--- src/rtl/pfa_defines.svh ---
`ifndef PFA_DEFINES_SVH
`define PFA_DEFINES_SVH

// Command and response type codes.
`define PFA_CMD_ASSIGN 8'h28
`define PFA_CMD_QUERY 8'h29
`define PFA_RSP_ASSIGN 8'hA8
`define PFA_RSP_QUERY 8'hA9

// Response and reason codes.
`define PFA_RC_SUCCESS 16'h0000
`define PFA_RC_FAILED 16'h0001
`define PFA_REASON_NONE 16'h0000
`define PFA_REASON_LENGTH 16'h0001
`define PFA_REASON_RANGE 16'h0002
`define PFA_REASON_UNKNOWN 16'h0003

// Capability limits fixed for this build.
`define PFA_MAX_CHANNELS 4
`define PFA_MAX_ENDPOINTS 4
`define PFA_MAX_WORDS 9
`define PFA_FUNC_BITS 32

// Reset values of the applied configuration.
`define PFA_RESET_CHAN_MAP 32'h0000_0001
`define PFA_RESET_ENABLE 32'h0000_0001
`define PFA_RESET_EP_MAP 32'h0000_0001

// Payload word index of the first bitmap, bytes 16 to 19.
`define PFA_FIRST_WORD 4

`endif

--- src/rtl/pfa_pkg.sv ---
package pfa_pkg;
    typedef logic [31:0] pfa_word_t;
    typedef logic [7:0] pfa_cmd_t;
    typedef logic [2:0] pfa_count_t;
    typedef logic [3:0] pfa_index_t;
    typedef logic [5:0] pfa_fcount_t;
    typedef logic [4:0] pfa_part_t;
endpackage

--- src/rtl/pfa_link_if.sv ---
`timescale 1ns/10ps
`default_nettype none
interface pfa_link_if;
    import pfa_pkg::*;
    // Command stream, one payload word per beat after the header.
    logic cmd_start;
    pfa_cmd_t cmd_type;
    logic cmd_valid;
    pfa_word_t cmd_word;
    logic cmd_last;
    // Response, one pulse when the answer is ready.
    logic rsp_valid;
    pfa_cmd_t rsp_type;
    logic [15:0] rsp_code;
    logic [15:0] rsp_reason;
    pfa_word_t rsp_config;

    modport device (input cmd_start, cmd_type, cmd_valid, cmd_word, cmd_last,
        output rsp_valid, rsp_type, rsp_code, rsp_reason, rsp_config);
    modport manager (output cmd_start, cmd_type, cmd_valid, cmd_word, cmd_last,
        input rsp_valid, rsp_type, rsp_code, rsp_reason, rsp_config);
endinterface
`default_nettype wire

--- src/rtl/pfa_device.sv ---
`timescale 1ns/10ps
`default_nettype none
`include "pfa_defines.svh"

// What this block does
// - Command 0x28 assigns and enables functions.
// - One channel bitmap per reported channel.
// - Function bits start at bit 0.
// - Endpoint bitmaps follow enablement when endpoints exceed one.
// - Single-endpoint devices carry no endpoint bitmaps.
// - Accepted values pend until next PCIe reset.
// - Applied configuration persists until replaced.
// - Payload word order: channels, enablement, endpoints.
// - Channel bit set means function assigned.
// - Assigned disabled functions still get partition identifiers.
// - Enablement bit n enables function n.
// - Endpoint bit n assigns function n.
// - Successful assignment answers with type 0xA8.
// - Assignment answer carries response and reason codes.
// - Command 0x29 queries channel configuration.
// - Query command carries no payload words.
// - Partition ids ascend by function number from 0.
// - Successful query answers with type 0xA9.
module pfa_device
(
    // Clock and reset.
    input wire logic clk_sys,
    input wire logic reset,
    // Link to the management controller.
    pfa_link_if.device link,
    // Capabilities and platform events.
    input wire pfa_pkg::pfa_count_t channel_count,
    input wire pfa_pkg::pfa_count_t endpoint_count,
    input wire pfa_pkg::pfa_fcount_t reported_function_count,
    input wire logic pcie_reset,
    input wire logic [1:0] query_channel,
    // Applied configuration.
    output pfa_pkg::pfa_word_t applied_enable,
    output pfa_pkg::pfa_word_t applied_chan_map [`PFA_MAX_CHANNELS],
    output pfa_pkg::pfa_word_t applied_ep_map [`PFA_MAX_ENDPOINTS],
    output pfa_pkg::pfa_part_t partition_id [`PFA_MAX_CHANNELS][`PFA_FUNC_BITS],
    output logic config_pending
);
    import pfa_pkg::*;

    typedef enum logic [2:0]
    {
        PFA_IDLE = 3'b001,
        PFA_COLLECT = 3'b010,
        PFA_ANSWER = 3'b100
    } pfa_state_t;

    pfa_state_t state_q;
    pfa_state_t state_d;
    pfa_cmd_t type_q;
    pfa_index_t count_q;
    logic overrun_q;
    logic range_bad_q;
    pfa_word_t words_q [`PFA_MAX_WORDS];
    pfa_word_t pend_enable_q;
    pfa_word_t pend_chan_q [`PFA_MAX_CHANNELS];
    pfa_word_t pend_ep_q [`PFA_MAX_ENDPOINTS];
    logic pcie_meta_q;
    logic pcie_sync_q;
    logic pcie_prev_q;

    // Words expected: channels plus enablement plus endpoints when more than one.
    wire logic multi_ep = endpoint_count > 3'h1;
    wire pfa_index_t expect_words = multi_ep
        ? pfa_index_t'({1'b0, channel_count}) + pfa_index_t'({1'b0, endpoint_count}) + 4'h1
        : pfa_index_t'({1'b0, channel_count}) + 4'h1;
    wire pfa_word_t func_mask = (reported_function_count >= 6'h20) ? 32'hFFFFFFFF
        : ((32'h00000001 << reported_function_count) - 32'h00000001);
    wire logic is_assign = type_q == `PFA_CMD_ASSIGN;
    wire logic is_query = type_q == `PFA_CMD_QUERY;
    wire logic len_ok = is_query ? (count_q == 4'h0) : (!overrun_q && count_q == expect_words);
    wire logic assign_ok = is_assign && len_ok && !range_bad_q;
    wire logic beat = state_q == PFA_COLLECT && link.cmd_valid;
    wire logic word_bad = (link.cmd_word & ~func_mask) != 32'h0;
    wire logic pcie_rise = pcie_sync_q && !pcie_prev_q;

    always_comb
    begin
        state_d = state_q;
        case (state_q)
            PFA_IDLE:
                if (link.cmd_start)
                    state_d = link.cmd_valid ? PFA_COLLECT : PFA_ANSWER;
            PFA_COLLECT:
                if (link.cmd_valid && link.cmd_last)
                    state_d = PFA_ANSWER;
            PFA_ANSWER:
                state_d = PFA_IDLE;
            default:
                state_d = PFA_IDLE;
        endcase
    end

    // Reset strobe comes from another domain, so it is synchronised first.
    always_ff @(posedge clk_sys or posedge reset)
    begin
        if (reset)
        begin
            pcie_meta_q <= 1'b0;
            pcie_sync_q <= 1'b0;
            pcie_prev_q <= 1'b0;
        end
        else
        begin
            pcie_meta_q <= pcie_reset;
            pcie_sync_q <= pcie_meta_q;
            pcie_prev_q <= pcie_sync_q;
        end
    end

    always_ff @(posedge clk_sys or posedge reset)
    begin
        if (reset)
        begin
            state_q <= PFA_IDLE;
            type_q <= 8'h00;
            count_q <= 4'h0;
            overrun_q <= 1'b0;
            range_bad_q <= 1'b0;
        end
        else
        begin
            state_q <= state_d;
            // A start sets the count outright, so a finished command's count cannot leak in.
            if (state_q == PFA_IDLE && link.cmd_start)
            begin
                type_q <= link.cmd_type;
                count_q <= link.cmd_valid ? 4'h1 : 4'h0;
                overrun_q <= 1'b0;
                range_bad_q <= link.cmd_valid && word_bad;
            end
            else if (beat)
            begin
                if (count_q == 4'(`PFA_MAX_WORDS))
                    overrun_q <= 1'b1;
                else
                    count_q <= count_q + 4'h1;
                if (word_bad)
                    range_bad_q <= 1'b1;
            end
        end
    end

    // Payload words are parked by index; the first beat may come with the start strobe.
    wire pfa_index_t wr_index = (state_q == PFA_IDLE) ? 4'h0 : count_q;
    wire logic wr_en = (state_q == PFA_IDLE && link.cmd_start && link.cmd_valid) || beat;
    always_ff @(posedge clk_sys)
    begin
        if (wr_en && wr_index < 4'(`PFA_MAX_WORDS))
            words_q[wr_index] <= link.cmd_word;
    end

    // Pending store is written only by a clean assignment; the applied set only on PCIe reset.
    wire logic latch_pend = state_q == PFA_ANSWER && assign_ok;
    always_ff @(posedge clk_sys or posedge reset)
    begin
        if (reset)
        begin
            pend_enable_q <= `PFA_RESET_ENABLE;
            applied_enable <= `PFA_RESET_ENABLE;
            config_pending <= 1'b0;
        end
        else
        begin
            if (latch_pend)
            begin
                pend_enable_q <= words_q[channel_count];
                config_pending <= 1'b1;
            end
            else if (pcie_rise)
                config_pending <= 1'b0;
            if (pcie_rise)
                applied_enable <= pend_enable_q;
        end
    end

    genvar g;
    generate
        for (g = 0; g < `PFA_MAX_CHANNELS; g = g + 1)
        begin : gen_chan
            wire logic present = 3'(g) < channel_count;
            always_ff @(posedge clk_sys or posedge reset)
            begin
                if (reset)
                begin
                    pend_chan_q[g] <= `PFA_RESET_CHAN_MAP;
                    applied_chan_map[g] <= `PFA_RESET_CHAN_MAP;
                end
                else
                begin
                    if (latch_pend)
                        pend_chan_q[g] <= present ? words_q[g] : 32'h0;
                    if (pcie_rise)
                        applied_chan_map[g] <= pend_chan_q[g];
                end
            end
            // Partition index counts assigned lower functions, enabled or not.
            genvar f;
            for (f = 0; f < `PFA_FUNC_BITS; f = f + 1)
            begin : gen_func
                if (f == 0)
                    assign partition_id[g][f] = 5'h00;
                else
                    assign partition_id[g][f] = 5'($countones(applied_chan_map[g][f-1:0]));
            end
        end
        for (g = 0; g < `PFA_MAX_ENDPOINTS; g = g + 1)
        begin : gen_ep
            wire logic present = multi_ep && (3'(g) < endpoint_count);
            wire pfa_index_t src = 4'(g) + pfa_index_t'({1'b0, channel_count}) + 4'h1;
            always_ff @(posedge clk_sys or posedge reset)
            begin
                if (reset)
                begin
                    pend_ep_q[g] <= `PFA_RESET_EP_MAP;
                    applied_ep_map[g] <= `PFA_RESET_EP_MAP;
                end
                else
                begin
                    if (latch_pend)
                        pend_ep_q[g] <= present ? words_q[src] : 32'h0;
                    if (pcie_rise)
                        applied_ep_map[g] <= pend_ep_q[g];
                end
            end
        end
    endgenerate

    // Answer: configuration word holds 0x01 in its top byte and the enabled count of the queried channel.
    wire pfa_word_t q_map = applied_chan_map[query_channel];
    wire pfa_word_t query_word = {8'h01, 8'h00, 10'h000,
        6'($countones(q_map & applied_enable))};
    wire logic answer_ok = is_query ? len_ok : assign_ok;
    wire logic [15:0] reason = (!is_assign && !is_query) ? `PFA_REASON_UNKNOWN
        : !len_ok ? `PFA_REASON_LENGTH
        : (is_assign && range_bad_q) ? `PFA_REASON_RANGE : `PFA_REASON_NONE;

    always_ff @(posedge clk_sys or posedge reset)
    begin
        if (reset)
        begin
            link.rsp_valid <= 1'b0;
            link.rsp_type <= 8'h00;
            link.rsp_code <= 16'h0000;
            link.rsp_reason <= 16'h0000;
            link.rsp_config <= 32'h0;
        end
        else
        begin
            link.rsp_valid <= state_q == PFA_ANSWER;
            if (state_q == PFA_ANSWER)
            begin
                link.rsp_type <= is_query ? `PFA_RSP_QUERY : `PFA_RSP_ASSIGN;
                link.rsp_code <= answer_ok ? `PFA_RC_SUCCESS : `PFA_RC_FAILED;
                link.rsp_reason <= reason;
                link.rsp_config <= is_query ? query_word : 32'h0;
            end
        end
    end
endmodule
`default_nettype wire

--- src/flat_wrapper.sv ---
// flat-port wrapper written by rule: the top's interface ports become plain ports
module pfa_device_flat import pfa_pkg::*;
  (clk_sys, reset, channel_count, endpoint_count, reported_function_count, pcie_reset, query_channel, applied_enable, applied_chan_map, applied_ep_map, partition_id, config_pending, link_cmd_start, link_cmd_type, link_cmd_valid, link_cmd_word, link_cmd_last, link_rsp_valid, link_rsp_type, link_rsp_code, link_rsp_reason, link_rsp_config);
  pfa_link_if link_i ();
  input wire logic clk_sys;
  input wire logic reset;
  input wire pfa_pkg::pfa_count_t channel_count;
  input wire pfa_pkg::pfa_count_t endpoint_count;
  input wire pfa_pkg::pfa_fcount_t reported_function_count;
  input wire logic pcie_reset;
  input wire logic [1:0] query_channel;
  output pfa_pkg::pfa_word_t applied_enable;
  output pfa_pkg::pfa_word_t applied_chan_map[`PFA_MAX_CHANNELS];
  output pfa_pkg::pfa_word_t applied_ep_map[`PFA_MAX_ENDPOINTS];
  output pfa_pkg::pfa_part_t partition_id[`PFA_MAX_CHANNELS][`PFA_FUNC_BITS];
  output logic config_pending;
  input wire logic [$bits(link_i.cmd_start)-1:0] link_cmd_start;
  input wire logic [$bits(link_i.cmd_type)-1:0] link_cmd_type;
  input wire logic [$bits(link_i.cmd_valid)-1:0] link_cmd_valid;
  input wire logic [$bits(link_i.cmd_word)-1:0] link_cmd_word;
  input wire logic [$bits(link_i.cmd_last)-1:0] link_cmd_last;
  output wire logic [$bits(link_i.rsp_valid)-1:0] link_rsp_valid;
  output wire logic [$bits(link_i.rsp_type)-1:0] link_rsp_type;
  output wire logic [$bits(link_i.rsp_code)-1:0] link_rsp_code;
  output wire logic [$bits(link_i.rsp_reason)-1:0] link_rsp_reason;
  output wire logic [$bits(link_i.rsp_config)-1:0] link_rsp_config;
  assign link_i.cmd_start = link_cmd_start;
  assign link_i.cmd_type = link_cmd_type;
  assign link_i.cmd_valid = link_cmd_valid;
  assign link_i.cmd_word = link_cmd_word;
  assign link_i.cmd_last = link_cmd_last;
  assign link_rsp_valid = link_i.rsp_valid;
  assign link_rsp_type = link_i.rsp_type;
  assign link_rsp_code = link_i.rsp_code;
  assign link_rsp_reason = link_i.rsp_reason;
  assign link_rsp_config = link_i.rsp_config;
  pfa_device u_core (.clk_sys(clk_sys), .reset(reset), .link(link_i), .channel_count(channel_count), .endpoint_count(endpoint_count), .reported_function_count(reported_function_count), .pcie_reset(pcie_reset), .query_channel(query_channel), .applied_enable(applied_enable), .applied_chan_map(applied_chan_map), .applied_ep_map(applied_ep_map), .partition_id(partition_id), .config_pending(config_pending));
endmodule
--- config.mk ---
export PLATFORM = sky130hd
export DESIGN_NAME = pfa_device_flat
export DESIGN_NICKNAME = d
export VERILOG_FILES = /design/src/rtl/pfa_pkg.sv /design/src/rtl/pfa_link_if.sv /design/src/rtl/pfa_device.sv /design/src/flat_wrapper.sv
export VERILOG_INCLUDE_DIRS = /design/src /design/src/rtl
export SDC_FILE = /design/constraint.sdc
export NUM_CORES = 2
export LEC_CHECK = 0
export ABC_AREA = 1
export CAP_MARGIN = 20
export CORE_AREA = 4 4 416 418
export DETAILED_ROUTE_END_ITERATION = 10
export DIE_AREA = 0 0 420 422
export DONT_BUFFER_PORTS = 1
export GPL_ROUTABILITY_DRIVEN = 0
export HOLD_SLACK_MARGIN = 0.06
export SYNTH_ARGS = -nofsm -noshare
export SYNTH_HDL_FRONTEND = slang
export SYNTH_SLANG_ARGS = --single-unit
export TNS_END_PERCENT = 20
--- constraint.sdc ---
create_clock -name clk_sys -period 62.2 [get_ports clk_sys]
set_clock_uncertainty 0.2 [all_clocks]
set_input_delay 12.44 -clock clk_sys [delete_from_list [all_inputs] [get_ports clk_sys]]
set_output_delay 12.44 -clock clk_sys [all_outputs]
set_load 0.01 [all_outputs]
==> flow_summary.yaml <==
clock_network:
  cts_setup_buffers: 0
  post_cts_resized: 0
  clkTransAtPathRegs_ps: 60
  htreeDepth: 3
  clk_latency_ps: 770
  clockBufferDepth: 3
  cts_root_buffer: "clkbuf_16"
  cts.hold.buffers_added: 0
  clock_sinks: 993
  cts_made_buffers: 110
  cts_tree: "yes"
place:
  hpwl_um: 217300
  dp_cells: 9593
  postPlaceCellArea_um2: 66470
  io_buffers: 0
timing:
  timing.final.crit_period_ps: 21690
  rsz0062_at_grt: "false"
  tightest_slew_ps: 1444
  max_freq_mhz: 46.11
  slew_viol_final: 0
  tns_ps: 0
  setup_viol: 0
  finalHoldViolations: 0
  fin_crit_sh_pct: 34.87
  worst_slew_margin_rel_pct: 3.708
power_and_ir_drop:
  combPwrFrac_pct: 15.5
  total_power_mw: 1.705
  p_leak_nw: 34.11
  pwr-share-seq_pct: 44.2
  clockPowerShare_pct: 40.3
  internal_power_mw: 1.180
  p_per_area_nw_per_um2: 24.25
  p_sw_uw: 524.2
  ir_drop_uv: 23.18
  swShare_pct: 30.75
die:
  initial_utilization_pct: 38.35
  core_um2: 169100
  die_w_um: 420
  die-area_um2: 177200
  ios: 1062
  die_h_um: 422
  num_rows: 151
critical_path:
  crit_fanout: 10
  cp-start-kind: "flop"
  worstPathRequired_ps: 49560
  worst_setup_path_end_kind: "output pin"
  critPathArrivalTime_ps: 9050
  path_class: "reg -> out"
worst_hold_path:
  hold_class: "reg -> reg"
drt:
  met2_length_um: 129100
  vias: 53911
  drtIter0Drc: 6484
  met3WireLength_um: 30900
  maxUsedRoutingLayer: "met5"
  drc: 0
  post_drt_wl_per_cell_um: 28.76
  wirelength_met1_um: 101200
  viasPerCell: 5.498
  dr.pass1.iters: 8
  totalWireLength_um: 282000
  ant_nets: 0
synth:
  synth-seq-cells: 993
  synth_top_family_by_area: "simple AND/OR/NAND/NOR gates"
  ys_seq_area_share_pct: 41.32
  syn_area_um2: 64850
  avgSynthCellArea_um2: 8.510
  yosys.area_share.simple_pct: 15.71
  yosysUniqueCellTypes: 49
  yosysTopAreaCell: "dfrtp_1"
  syn_inst: 7620
  synth_area_leaders: "dfrtp_1 (23%), edfxtp_1 (18%), nand2_1 (11%), fa_1 (8.6%), o21ai_0 (7.4%)"
  ys_warn_count: 0
  muxShareOfSynthArea_pct: 1.590
  synthDominantCellAreaShare_pct: 22.77
  synth-compound-area-share_pct: 12.93
  synthAdderAreaFrac_pct: 15.08
  yosys.area_share.xor_xnor_pct: 3.282
grt:
  grt_antenna_before_repair: 19
  grtUsageTotal_pct: 30.71
  grt_pass1_vias: 50337
  gr-total-overflow: 0
  grt_pass1_wl_um: 388700
  grt_max_degree: 550
layout:
  layout.cells.non_filler: 9806
  post-route-util_pct: 41.57
  mostFrequentLayoutCell: "nand2_1"
  final_cell_mix: "nand2_1 (1953), inv_1 (979), o21ai_0 (953)"
  area_growth_pct: 8.399
  finalNetCount: 8164
  drive_gt1_share_pct: 4.760
  final_cell_area_um2: 70290
run:
  max-cap-violations: 0
run_status:
  outcome: "finished, final reports clean"
==> critical path: stages, from the launching register on <==
cell	delay (ps)
dfstp_2	670
ha_1	340
ha_1	220
inv_1	70
fa_1	640
fa_1	640
inv_1	60
ha_1	200
fa_1	910
ha_1	470
ha_1	390
fa_1	440
or2_2	300
nand2_1	250
clkinv_1	550
ha_1	610
ha_1	440
ha_1	430
nand2_1	120
nand2_1	60
a31oi_1	180
xor2_1	330
==> final cells by class <==
type / instances / area, um2
clock buffer: 157 / 3202
inverter: 998 / 3772
sequential: 993 / 26790
clock inverter: 49 / 590.6
multi-input combinational: 5306 / 32500
tap: 2218 / 2775
timing repair buffer: 81 / 649.4
antenna: 4 / 10.01
fill: 16642 / 98800
==> flip-flops by register name (all words and copies together), names as in the netlist, 8 cells and up <==
| signal | flops |
|---|---|
| u_core.applied_chan_map | 128 |
| u_core.applied_enable | 32 |
| u_core.applied_ep_map | 128 |
| u_core.pend_chan_q | 128 |
| u_core.pend_enable_q | 32 |
| u_core.pend_ep_q | 128 |
| u_core.type_q | 8 |
| u_core.words_q | 384 |
==> cells in the mapped netlist, drive strengths merged <==
cell and count:
o31ai 36, nand4 38, xor2 133, clkbuf 304, o211ai 105, fa 279
a22oi 1, a31o 1, o21bai 4, o21ai 1058, nor2 238, nor3 19
nand2 1955, a22o 3, conb 1, dfstp 19, nor4 2, edfxtp 384
ha 335, or2 42, a21boi 32, dfrtp 590, nand2b 1, inv 994
buf 252, a31oi 46, a21oi 238, xnor2 110, and2 4, o21a 1
a21o 10, nand3 257, clkinv 4, o22ai 14, o2111ai 2, o221ai 5
mux2i 103
==> per-layer routing <==
metal / GRT usage (%) / vias up
li1: - / 24065
met1: 36.52 / 26318
met3: 8.841 / 611
met5: 0 / -
met4: 18.74 / 14
met2: 49.04 / 2903
==> logic make-up after synthesis <==
kind of cell,count (synthesis)
DFF,993
AOI/OAI and AO/OA,1556
muxes,103
xor gates and xnor gates,243
adders and majority gates,614
and+or+nand+nor,2556
other,1
buffers and inverters,1554
==> path summary, 6_finish.rpt <==
kind | start | endpoint | slack (ps) | depth (start not counted)
max | u_core.applied_chan_map[0] | partition_id[9] | 40510 | 21
max in group asynchronous | reset | u_core.type_q[5] | 47290 | 4
min | u_core.pcie_meta_q | u_core.pcie_sync_q | 160 | 0
max reg2reg | u_core.applied_chan_map[26] | u_core.link.rsp_config[5] | 55990 | 17
min reg2reg | u_core.pcie_meta_q | u_core.pcie_sync_q | 160 | 0
min in group asynchronous | reset | u_core.pend_ep_q[71] | 11450 | 1
==> power by group through the flow <==
| stage | clock [mW] | combinational [mW] | sequential, mW |
|---|---|---|---|
| floorplan | 0 | 0.177 | 0.746 |
| global placement | 0 | 0.253 | 0.764 |
| detailed placement | 0 | 0.257 | 0.765 |
| CTS | 0.696 | 0.258 | 0.752 |
| global route | 0.722 | 0.287 | 0.755 |
| finish | 0.687 | 0.265 | 0.753 |
==> through the flow <==
stage | setup WS [ps] | hold slack [ps]
2_1_floorplan | 32540 | 131.2
3_3_place_gp | 41370 | 136.8
3_5_place_dp | 41320 | 144.8
4_1_cts | 40500 | 157.8
5_1_grt | 40200 | 164.3
6_report | 40510 | 155.5
(Power assumes the default switching activity.)
